### config.mk
export PLATFORM = sky130hd
export DESIGN_NAME = tat_thermostat
export DESIGN_NICKNAME = d
export VERILOG_FILES = /design/src/tat_pkg.sv /design/src/tat_thermostat.sv
export SDC_FILE = /design/constraint.sdc
export NUM_CORES = 1
export LEC_CHECK = 0
export ABC_AREA = 0
export BUFFER_PORTS_ARGS = -buffer_cell sky130_fd_sc_hd__buf_4
export CAP_MARGIN = 30
export CORE_UTILIZATION = 30
export CTS_CLUSTER_SIZE = 28
export DETAILED_ROUTE_END_ITERATION = 8
export PLACE_DENSITY = 0.51
export SLEW_MARGIN = 40
export SYNTH_ARGS = -nofsm -noshare
export SYNTH_HDL_FRONTEND = slang
export SYNTH_SLANG_ARGS = --single-unit
### constraint.sdc
create_clock -name clock -period 2.4 [get_ports clock]
set_input_delay 0.48 -clock clock [delete_from_list [all_inputs] [get_ports clock]]
set_output_delay 0.48 -clock clock [all_outputs]
set_load 0.01 [all_outputs]
### src/tat_pkg.sv
// Constants, types and state layout of the thermostat alarm block
//------------------------------------------------------------------
// Operation
//------------------------------------------------------------------
// Operation
// - Alarm output powers up active low
// - Power-up settings give standalone thermostat
// - Comparator mode checks both setpoints each result
// - Comparator alarm asserts after consecutive over-limit faults
// - Comparator alarm clears below hysteresis setpoint
// - Comparator alarm unchanged on shutdown entry
// - Interrupt alarm fires after consecutive over-limit faults
// - Interrupt alarm cleared by any register read
// - Re-arm fires after consecutive below-hysteresis faults
// - Fault count in config bits 4 and 3
// - Codes map to 1, 2, 4, 6 faults
// - Fault-count bits reset to zero
// - Shutdown finishes conversion, stores, then standby; standby here rises with the shutdown bit
// - Shutdown entry clears alarm in interrupt mode
// - Registers stay usable; writing zero resumes
// - Values are 9-bit two's complement, half degree
// - Codes follow reference degree mapping
// - Leftmost bit is the sign
// - Registers accessible any time, even converting
// - Mode bit zero comparator, one interrupt
// - Polarity bit selects alarm active level
// - Temperature sits in bits 15 to 7
// - Readable temperature not updated during read cycle
package tat_pkg;

  //----------------------------------------------------------------
  // Register indices
  //----------------------------------------------------------------
  localparam logic [1:0] TAT_IDX_TEMP = 2'h0;
  localparam logic [1:0] TAT_IDX_CONF = 2'h1;
  localparam logic [1:0] TAT_IDX_HYST = 2'h2;
  localparam logic [1:0] TAT_IDX_OVER = 2'h3;

  //----------------------------------------------------------------
  // Field positions
  //----------------------------------------------------------------
  localparam int TAT_CONF_SD = 0;
  localparam int TAT_CONF_MODE = 1;
  localparam int TAT_CONF_POL = 2;
  localparam int TAT_CONF_FT_LO = 3;
  localparam int TAT_CONF_FT_HI = 4;
  localparam int TAT_TEMP_LSB = 7;
  localparam int TAT_TEMP_MSB = 15;

  //----------------------------------------------------------------
  // Reset values
  //----------------------------------------------------------------
  localparam logic [4:0] TAT_CONF_RST = 5'h00;
  localparam logic [8:0] TAT_TEMP_RST = 9'h000;
  localparam logic [8:0] TAT_HYST_RST = 9'h096;
  localparam logic [8:0] TAT_OVER_RST = 9'h0a0;

  //----------------------------------------------------------------
  // Fault-count encodings
  //----------------------------------------------------------------
  localparam logic [2:0] TAT_FAULTS_1 = 3'h1;
  localparam logic [2:0] TAT_FAULTS_2 = 3'h2;
  localparam logic [2:0] TAT_FAULTS_4 = 3'h4;
  localparam logic [2:0] TAT_FAULTS_6 = 3'h6;

  // Converter side of the block
  typedef struct packed {
    logic done;
    logic [8:0] code;
  } tat_conv_t;

  // Register port request
  typedef struct packed {
    logic [1:0] addr;
    logic [15:0] wdata;
    logic wr;
    logic rd;
  } tat_req_t;

  typedef struct packed {
    logic [8:0] temp;
    logic [8:0] over;
    logic [8:0] hyst;
    logic [4:0] conf;
    logic alarm;
    logic look_low;
    logic [2:0] cnt;
    logic sd_prev;
    logic [15:0] rdata;
    logic busy_meta;
    logic busy_sync;
  } tat_state_t;

endpackage : tat_pkg

### src/tat_thermostat.sv
// Thermostat and alarm logic with its register file
//
// Implementation choices: the address-and-strobe port and the register addresses.
`timescale 1ns/100ps
module tat_thermostat
  import tat_pkg::*;
(
  // Clock and reset
  input wire logic clock,
  input wire logic reset,
  // Register port
  input wire tat_req_t req,
  output logic [15:0] read_data,
  // Converter
  input wire tat_conv_t conv,
  output logic conv_run,
  output logic standby,
  // Serial front end, asynchronous level
  input wire logic read_cycle_active,
  // Open-drain alarm pin
  output logic alarm_output_o,
  output logic alarm_output_oe_n
);

  //----------------------------------------------------------------
  // Helpers
  //----------------------------------------------------------------
  function automatic logic [2:0] faults_needed(input logic [1:0] sel);
    case (sel)
      2'b00: faults_needed = TAT_FAULTS_1;
      2'b01: faults_needed = TAT_FAULTS_2;
      2'b10: faults_needed = TAT_FAULTS_4;
      default: faults_needed = TAT_FAULTS_6;
    endcase
  endfunction : faults_needed

  function automatic logic [15:0] reg_image(input tat_state_t s,
                                            input logic [1:0] idx);
    reg_image = 16'h0000;
    case (idx)
      TAT_IDX_TEMP: reg_image[TAT_TEMP_MSB:TAT_TEMP_LSB] = s.temp;
      TAT_IDX_CONF: reg_image = {11'h000, s.conf};
      TAT_IDX_HYST: reg_image[TAT_TEMP_MSB:TAT_TEMP_LSB] = s.hyst;
      default: reg_image[TAT_TEMP_MSB:TAT_TEMP_LSB] = s.over;
    endcase
  endfunction : reg_image

  //----------------------------------------------------------------
  // State
  //----------------------------------------------------------------
  tat_state_t st_ff;
  tat_state_t nxt_st;

  logic mode_int;
  logic over_hit;
  logic under_hit;
  logic trip;
  logic [2:0] need;
  logic fire;
  logic sd_rise;

  always_comb begin
    nxt_st = st_ff;
    mode_int = st_ff.conf[TAT_CONF_MODE];
    need = faults_needed(st_ff.conf[TAT_CONF_FT_HI:TAT_CONF_FT_LO]);
    // Signed compare of 9-bit half-degree codes
    over_hit = $signed(conv.code) > $signed(st_ff.over);
    under_hit = $signed(conv.code) < $signed(st_ff.hyst);
    trip = st_ff.look_low ? under_hit : over_hit;
    fire = 1'b0;

    // Level from the serial domain, two flops before use
    nxt_st.busy_meta = read_cycle_active;
    nxt_st.busy_sync = st_ff.busy_meta;

    // Register port, open at all times
    if (req.rd) begin
      nxt_st.rdata = reg_image(st_ff, req.addr);
    end
    if (req.wr) begin
      case (req.addr)
        TAT_IDX_CONF: nxt_st.conf = req.wdata[4:0];
        TAT_IDX_HYST: nxt_st.hyst = req.wdata[TAT_TEMP_MSB:TAT_TEMP_LSB];
        TAT_IDX_OVER: nxt_st.over = req.wdata[TAT_TEMP_MSB:TAT_TEMP_LSB];
        default: nxt_st.temp = st_ff.temp;
      endcase
    end

    // Any read clears the interrupt-mode alarm
    if (mode_int && req.rd) begin
      nxt_st.alarm = 1'b0;
    end

    // Shutdown entry drops the interrupt-mode alarm only
    sd_rise = st_ff.conf[TAT_CONF_SD] && !st_ff.sd_prev;
    nxt_st.sd_prev = st_ff.conf[TAT_CONF_SD];
    if (sd_rise && mode_int) begin
      nxt_st.alarm = 1'b0;
    end // Comparator mode keeps the alarm

    // A finished result always reaches the comparators
    if (conv.done) begin
      if (!st_ff.busy_sync) begin
        nxt_st.temp = conv.code;
      end
      if (!mode_int) begin
        nxt_st.look_low = 1'b0;
        if (under_hit) begin
          nxt_st.alarm = 1'b0;
        end
        if (over_hit) begin
          if (st_ff.cnt + 3'h1 >= need) begin
            nxt_st.alarm = 1'b1;
            nxt_st.cnt = need;
          end else begin
            nxt_st.cnt = st_ff.cnt + 3'h1;
          end
        end else begin
          nxt_st.cnt = 3'h0;
        end
      end else begin
        if (trip) begin
          if (st_ff.cnt + 3'h1 >= need) begin
            fire = 1'b1;
            nxt_st.cnt = 3'h0;
          end else begin
            nxt_st.cnt = st_ff.cnt + 3'h1;
          end
        end else begin
          nxt_st.cnt = 3'h0;
        end
      end
    end

    // Firing alternates between over-limit and hysteresis runs;
    // an event in the read's cycle still wins over the clear
    if (fire) begin
      nxt_st.alarm = 1'b1;
      nxt_st.look_low = !st_ff.look_low;
    end
  end

  always_ff @(posedge clock) begin
    if (reset) begin
      st_ff.temp <= TAT_TEMP_RST;
      st_ff.over <= TAT_OVER_RST;
      st_ff.hyst <= TAT_HYST_RST;
      st_ff.conf <= TAT_CONF_RST;
      st_ff.alarm <= 1'b0;
      st_ff.look_low <= 1'b0;
      st_ff.cnt <= 3'h0;
      st_ff.sd_prev <= 1'b0;
      st_ff.rdata <= 16'h0000;
      st_ff.busy_meta <= 1'b0;
      st_ff.busy_sync <= 1'b0;
    end else begin
      st_ff <= nxt_st;
    end
  end

  //----------------------------------------------------------------
  // Outputs
  //----------------------------------------------------------------
  assign read_data = st_ff.rdata;
  // Converter finishes its current result before stopping
  assign conv_run = !st_ff.conf[TAT_CONF_SD];
  assign standby = st_ff.conf[TAT_CONF_SD];
  assign alarm_output_o = 1'b0;
  // Pull low when active with polarity 0, inactive with 1
  assign alarm_output_oe_n = !(st_ff.alarm ^ st_ff.conf[TAT_CONF_POL]);
  // Reset polarity 0 gives active low standalone

endmodule : tat_thermostat

== Yosys cells after proc, flatten, opt, wreduce, memory -nomap -nowiden ==
Index checks and enable logic that the tools add are counted.
Widths: inputs -> output; s select.
Cells by class
  add/subtract/negate cells: 1
  reduce and logical (&&, ||, !) cells: 14
  magnitude comparators: 3
  bitwise gates (word level): 1
  muxes and demuxes: 23
  eq/ne operators: 6
Operator list (number)
  $pmux 9 s3: 1
  $mux 9: 2
  $mux 3: 5
  $mux 1: 10
  $mux 5: 2
  $gt 9x9->1: 1
  $lt 9x9->1: 1
  $pmux 3 s3: 1
  $reduce_and 2->1: 4
  $eq 2x2->1 const B: 3
  $eq 2x1->1 const B: 2
  $logic_not 1->1: 4
  $logic_not 2->1: 2
  $mux 2: 2
  $add 3x1->3 const B: 1
  $ge 3x3->1: 1
  $logic_and 1x1->1: 3
  $ne 2x1->1 const B: 1
  $reduce_bool 2->1: 1
  $xor 1x1->1: 1
Storage, ports and cells
  logic and storage cells: 59
  bits in registers: 56
  output and inout bits: 20
  bits of input ports: 33

== Logic depth before layout (Yosys ltp) ==
Gate-level depths: netlist (run 1).
  depth in word-level cells: 10
  depth in mapped cells: 9

== Least setup slack after synthesis (run 1) ==
No wires, ideal clock.
  path type: input to register
  from: input conv[3] (netlist name)
  to: register st_ff[20] (netlist name)
  arrival time: 1.790 ns
  stages: 7
  data required time: 2.265 ns
  setup slack: 0.475 ns
  path through: ha_1 -> and4_1 -> a41o_1 -> o32ai_2 -> nand2_1 -> o2111ai_1 -> a31oi_1
Between the ends
  word-level cells in the longest chain between the ends: 4
  elaborated cells between the ends (all ways): 6
  classes of those cells: order compare: 2; mux: 4
RTL lines
  start: declaration: line tat_thermostat.sv:15  | input wire tat_conv_t conv,
  $gt 9x9->1 or $lt 9x9->1 (tied branches): line tat_thermostat.sv:67, tat_thermostat.sv:68
  $mux 1: line tat_thermostat.sv:69  | trip = st_ff.look_low ? under_hit : over_hit;
  $mux 3: line tat_thermostat.sv:122  | if (trip) begin
  $mux 3 *: line tat_thermostat.sv:106  | if (!mode_int) begin
  end signal: assignment: line tat_thermostat.sv:157  | st_ff <= nxt_st;
  end: declaration: line tat_thermostat.sv:51  | tat_state_t st_ff;
Every way passes the cells marked *; elsewhere a longest branch is shown, timed or not.
A chain may end at the register's enable or synchronous reset.

== Final worst setup path (run 1) ==
  from: register st_ff[19] (netlist name)
  to: register st_ff[19] (netlist name)
Between the ends
  word-level cells in the longest chain between the ends: 5
  elaborated cells between the ends (all ways): 7
  classes of those cells: add/sub: 1; order compare: 1; mux: 5
RTL lines (line)
  $add 3x1->3 *
  $ge 3x3->1: tat_thermostat.sv:112, tat_thermostat.sv:123
  $mux 3 (on tied branches): tat_thermostat.sv:112, tat_thermostat.sv:123
  $mux 3 (on tied branches): tat_thermostat.sv:111, tat_thermostat.sv:122
  $mux 3 *: tat_thermostat.sv:106
Marks and branches as above.

==> summary.txt, run 1 <==
Run status
  – Status: completed

Synth
  – Async S/R FF share, synth: 0
  – Post-synth top cells: nand2_1 (70), dfxtp_1 (54), a21oi_1 (35)
  – Ranking of synthesized cells by area: dfxtp_1 (37%), ha_1 (9.0%), nand2_1 (9.0%), a21oi_1 (6.0%), buf_4 (4.4%)
  – Mapped cell area: 2930 um2
  – Synth cell types: 44
  – Synth Register Bits: 54
  – Synthesized netlist cell count: 372
  – Syn. warnings: 0
  – Post-synth top area share: 0.370
  – Synth area leader: dfxtp_1
  – Most common cell in the synthesized netlist: nand2_1
  – Syn Area/Cell: 7.86 um2
  – EDFF count, synth: 0
  – Post-synthesis sequential area ratio: 0.370
  – Main synth FF type: dfxtp_1

Power and ir drop
  – Power consumption: 1850 uW
  – Switching share of power: 0.299
  – Clock share of power: 0.289
  – Pwr/cell area: 554 nW/um2
  – Logic gate share of total power: 0.189
  – Sw Pwr: 554 uW
  – Internal power: 1300 uW
  – Maximum VDD drop: 0.242 mV
  – Leak Pwr: 0.00136 uW
  – Seq pwr share: 0.522

Worst setup path
  – Worst r2r path cells: 9
  – WP data required: 2610 ps
  – Top cell family by delay on the critical path: compound AO/OA/AOI/OAI gates
  – Crit-path cells: ha_1 > xor2_1 > ha_1 > a21oi_1 > o21ai_1 > nand2_1 > o21ai_0 > a32oi_1 > o21ai_0
  – WS Path Type: flop to flop
  – Startpoint Class: flop
  – Max stage delay on crit path: 430 ps
  – Reg2Reg Capture Point: st_ff[19]
  – CP bufs+invs: 0
  – CP Capture Point: st_ff[19]
  – Crit path from: st_ff[19]
  – Critical-path maximum fanout: 7
  – Critical path depth: 9
  – Worst Setup End Kind: flop
  – CP arrival: 2330 ps
  – Reg2Reg Setup Slack: 280 ps
  – Reg-to-reg critical path startpoint: st_ff[19]
  – Critical path's slowest cell: dfxtp_1

Min path
  – Worst hold path startpoint: req[11]
  – Worst Hold Class: input pin to flop
  – Worst Hold Depth: 3

Timing
  – Layout Skew: 8.57 ps
  – Setup ws final: 282 ps
  – Slew HR: 0.574
  – Setup tns final: 0 ps
  – Min Tclk post-route: 2120 ps
  – Final count of negative-setup-slack endpoints: 0
  – RSZ-0062 raised after global routing: no
  – Worst Tran Pin Value: 636 ps
  – Final hold vios: 0
  – Max Freq: 472 MHz
  – Final Max Tran Viols: 0
  – Period utilization: 0.883

Clocking
  – Skew-Pair Late Insertion Delay: 320 ps
  – TritonCTS clock tree: built
  – Worst-path clk slew: 110 ps
  – Post-CTS setup buffers: 0
  – H-tree depth: 2
  – CTS Sinks: 54
  – CTS Buf Count: 5
  – CTS hold repair buffers: 0
  – Worst-case clock buffer depth: 2
  – Post-cts gate resize count: 0
  – CTS root buf: clkbuf_8

Global routing
  – Pin count of the biggest net entering global routing: 56
  – Initial antenna violation count: 0
  – Total grt overflow: 0
  – First-pass GRT wire length: 11400 um
  – Number of global-route vias before repair: 2323
  – Gr usage total: 0.144

Floorplan
  – Placeable Area: 9330 um2
  – Count of standard-cell rows: 35
  – DIE AREA: 10100 um2
  – Die H: 101 um
  – Die X: 101 um
  – I/O Pins: 53
  – Starting Density: 0.314

Finish
  – Layout fillers: 1002
  – Antenna diodes: 0
  – Final nets: 446
  – Share of layout cells above drive strength 1: 0.158
  – Area delta synth->final: 14.3%

Routing
  – Initial DRC Count: 112
  – Antenna Nets Post-Route: 0
  – TritonRoute pass-1 iters: 4
  – DRC viols: 0
  – WL per Instance: 13.5 um
  – Via density per instance: 4.81
  – Vias: 2513
  – Total wire length: 7040 um

Job
  – Max Cap Viol: 0

Place
  – Gpl congestion: 0.790
  – Place WS: 160 ps
  – Port Buffer Count: 47
  – Hpwl dp: 5320 um
## cell type report
| cell class | count | area [um2] | share of cell area |
|---|---|---|---|
| Clock inverter | 3 | 23.8 | 0.00711 |
| Clock buffer | 5 | 68.8 | 0.0206 |
| Timing Repair Buffer | 48 | 360 | 0.108 |
| Multi-Input combinational cell | 260 | 1560 | 0.467 |
| Sequential cell | 54 | 1080 | 0.323 |
| Tap cell | 129 | 161 | 0.0483 |
| Inverter | 23 | 86.3 | 0.0258 |
## metal layers
| layer | part of all wire | global-route usage | up-vias |
|---|---|---|---|
| met5 | 0 | 0 | - |
| met4 | 0.0072 | 0.0435 | 0 |
| met3 | 0.040 | 0.0208 | 4 |
| met2 | 0.43 | 0.228 | 62 |
| met1 | 0.52 | 0.201 | 1141 |
| li1 | - | - | 1306 |
## flip-flops by register name (all words and copies together) (netlist names)
name	flops
nxt_st	1
st_ff	37
standby	1
read_data	14
mode_int	1
## power groups by stage
stage	logic, uW	clock network (uW)	registers (uW)
floorplan	246	0	977
global placement	347	0	986
detailed placement	350	0	987
CTS	352	553	966
global route	395	589	971
finish	349	536	966
## cell families (layout without fill, tap and decap cells)
group,after synthesis,in the layout,synth area share
and+or+nand+nor,138,138,0.217
AOI/OAI and AO/OA,95,95,0.213
buffers and inverters,60,79,0.0992
DFF,54,54,0.370
adders and majority gates,21,21,0.0898
xor gates and xnor gates,2,2,0.00599
other,1,3,0.00128
muxes,1,1,0.00385
## stage by stage
stage                     cells  hold slack [ps]  instance area (um2)   util
after floorplan             374              414                 2930      -
after global placement      514              417                 3250  0.348
after detailed placement    514              427                 3250  0.348
after CTS                   522              368                 3340  0.358
after global routing        522              382                 3340  0.358
final                       522              373                 3340  0.358
## worst min-delay path by stage
stage / end / slack [ps]
after floorplan: st_ff[0] / 410
after global placement: st_ff[0] / 420
after detailed placement: st_ff[0] / 430
after CTS: st_ff[45] / 370
after global routing: st_ff[45] / 380
final: st_ff[31] / 370
## cell usage in the layout, fill, tap and decap left out, types with 3 or more instances in the layout
cell type	synthesis	routed
ha_1	21	21
nor2_1	21	21
a21oi_1	35	35
nand3_1	16	16
nand2_1	70	70
nand2b_1	8	8
inv_1	23	23
o2111ai_1	3	3
a211oi_1	10	10
o21bai_1	3	3
a211o_1	3	3
nor2b_1	7	7
o21ai_0	15	15
a22oi_1	9	9
a31oi_1	6	6
conb_1	1	3
clkbuf_8	0	5
dfxtp_1	54	54
buf_4	17	48
nand3b_1	5	5
## worst reg2reg max path: stages (launching register included)
cell and delay (ps):
dfxtp_1 430, ha_1 190, xor2_1 210, ha_1 280
a21oi_1 210, o21ai_1 220, nand2_1 120, o21ai_0 80
a32oi_1 200, o21ai_0 90
No activity file was read; power rests on OpenSTA's default activity.
==> inputs of run 2 (changes only) <==
CORE_UTILIZATION = 45   (was 30)
PLACE_DENSITY = 0.7   (was 0.51)
==> summary.txt, run 2 (synthesized netlist as in run 1, its figures left out) <==
Run status
  – Status: finished with violations
  – Failing checks: design-rule violations

Global routing
  – Met2 Resource Use GR: 0.336 (+0.108)
  – Gr usage total: 0.200 (+0.0570)
  – Met3 usage: 0.0374 (+0.0166)
  – M1 GR Usage: 0.266 (+0.0648)
  – Number of global-route vias before repair: 2230 (-4.0%)
  – Pin count of the biggest net entering global routing: 56 (unchanged)
  – First-pass GRT wire length: 10500 um (-7.7%)
  – Total grt overflow: 0 (unchanged)
  – GR peak layer: met2
  – Initial antenna violation count: 0 (unchanged)

Routing
  – TritonRoute pass-1 iters: 6 (+2)
  – WL per Instance: 13.9 um (+2.8%)
  – DRC viols: 2 (+2)
  – Total wire length: 6520 um (-7.4%)
  – Vias: 2502 (-0.44%)
  – Initial DRC Count: 100 (-11%)
  – Antenna Nets Post-Route: 0 (unchanged)
  – Via density per instance: 5.32 (+11%)

Clocking
  – H-tree depth: 2 (unchanged)
  – TritonCTS clock tree: built
  – Worst-case clock buffer depth: 2 (unchanged)
  – Post-CTS setup buffers: 0 (unchanged)
  – Skew-Pair Late Insertion Delay: 310 ps (about the same)
  – Worst-path clk slew: 100 ps (about the same)
  – CTS Sinks: 54 (unchanged)
  – CTS root buf: clkbuf_8
  – CTS hold repair buffers: 0 (unchanged)
  – Post-cts gate resize count: 0 (unchanged)
  – CTS Buf Count: 5 (unchanged)

Place
  – Port Buffer Count: 47 (unchanged)
  – Place WS: 180 ps (+19.6 ps)
  – Gpl congestion: 0.914 (+16%)
  – Hpwl dp: 4880 um (-8.3%)

Power and ir drop
  – Logic gate share of total power: 0.189 (about the same)
  – Maximum VDD drop: 0.327 mV (+35%)
  – Pwr/cell area: 562 nW/um2 (+1.5%)
  – Sw Pwr: 520 uW (-6.1%)
  – Internal power: 1320 uW (+1.9%)
  – Clock share of power: 0.287 (-0.002)
  – Seq pwr share: 0.524 (+0.002)
  – Switching share of power: 0.283 (-0.0167)
  – Leak Pwr: 0.00137 uW (+0.55%)

Timing
  – Final hold vios: 0 (unchanged)
  – Setup tns final: 0 ps (unchanged)
  – Min Tclk post-route: 2110 ps (-6.82 ps)
  – Slew HR: 0.567 (-0.00719)
  – Final count of negative-setup-slack endpoints: 0 (unchanged)
  – Final Max Tran Viols: 0 (unchanged)
  – Layout Skew: 6.36 ps (-2.21 ps)
  – Setup ws final: 289 ps (+6.82 ps)
  – Period utilization: 0.880 (-0.00284)
  – Max Freq: 474 MHz (+0.32%)
  – RSZ-0062 raised after global routing: no
  – Worst Tran Pin Value: 648 ps (+11.8 ps)

Finish
  – Area delta synth->final: 12.0%
  – Final nets: 446 (unchanged)
  – Max reg flops: 37 (unchanged)
  – Most flops, register: st_ff
  – Share of layout cells above drive strength 1: 0.155 (-0.00254)
  – Antenna diodes: 0 (unchanged)
  – Most frequent cells in the layout: nand2_1 (70), dfxtp_1 (54), buf_4 (48), a21oi_1 (35), inv_1 (23)
  – Commonest non-fill, non-tap cell in the layout: nand2_1
  – Layout fillers: 664 (-34%)

Min path
  – Worst Hold Class: input pin to flop
  – Worst Hold Depth: 2 (-1)

Worst setup path
  – Startpoint Class: flop
  – Critical path's slowest cell: dfxtp_1
  – CP arrival: 2310 ps (-20 ps)
  – Crit-path cells: ha_1 > xor2_1 > ha_1 > a21oi_1 > o21ai_1 > nand2_1 > o21ai_0 > a32oi_1 > o21ai_0
  – WP data required: 2600 ps (about the same)
  – Worst Setup End Kind: flop
  – Worst r2r path cells: 9 (unchanged)
  – Max stage delay on crit path: 410 ps (-20 ps)
  – WS Path Type: flop to flop
  – Critical-path maximum fanout: 7 (unchanged)

Floorplan
  – DIE AREA: 6830 um2 (-33%)
  – Die X: 82.6 um (-18%)
  – I/O Pins: 53 (unchanged)
  – Placeable Area: 6310 um2 (-32%)
  – Count of standard-cell rows: 29 (-17%)
  – Die H: 82.6 um (-18%)
  – Starting Density: 0.463 (+0.150)

Job
  – Max Cap Viol: 0 (unchanged)
run 2: cell types whose count changed in the layout (fill, tap and decap cells not counted), sizes merged:
cell      delta
clkbuf       +2
clkinv       +1
clkinvlp     -2
inv          -1
run 2: final timing paths:
| check | end | from | slack [ps] |
|---|---|---|---|
| setup / recovery | st_ff[19] | st_ff[19] | 290 |
| hold / removal | nxt_st[0] | read_cycle_active | 380 |
| setup reg to reg | st_ff[19] | st_ff[19] | 290 |
| hold reg to reg | st_ff[0] | nxt_st[0] | 450 |
run 2: worst max-delay path: cells and delay by family, from the launching register on:
family	cells	cell delay, ps
and+or+nand+nor	1	110
AOI/OAI and AO/OA	5	790
adders and majority gates	2	470
xor gates and xnor gates	1	220
DFF	1	410
run 2: stage by stage:
| step | hold WS [ps] | cells | total power [uW] | util | area [um2] |
|---|---|---|---|---|---|
| finish | 380 | 470 | 1840 | 0.519 | 3280 |
| global route | 389 | 470 | 1950 | 0.519 | 3280 |
| CTS | 375 | 470 | 1860 | 0.519 | 3280 |
| detailed placement | 425 | 462 | 1330 | 0.505 | 3190 |
| global placement | 418 | 462 | 1320 | 0.505 | 3190 |
| floorplan | 414 | 374 | 1220 | - | 2930 |
run 2: area by class of cell:
cell class | instances | area (um2) | share of cell area
clock buffers | 7 | 86.3 | 0.0263
clock inverters | 1 | 5.00 | 0.00153
inverters | 23 | 86.3 | 0.0263
multi-input cells | 260 | 1560 | 0.477
flip-flops and latches | 54 | 1080 | 0.330
well taps | 77 | 96.3 | 0.0294
repair buffers | 48 | 360 | 0.110
run 2: power groups by stage:
stage / Combinational (uW) / Sequential [uW] / Clock [uW]
after floorplan: 246 / 977 / 0
after detailed placement: 348 / 985 / 0
final: 349 / 964 / 528
after CTS: 349 / 964 / 549
after global placement: 339 / 984 / 0
after global routing: 394 / 969 / 582
run 2: layer usage:
metal,share of wire,vias to the layer above
met5,0,-
met4,0.0098,0
met3,0.055,5
met2,0.46,62
met1,0.47,1136
li1,-,1299
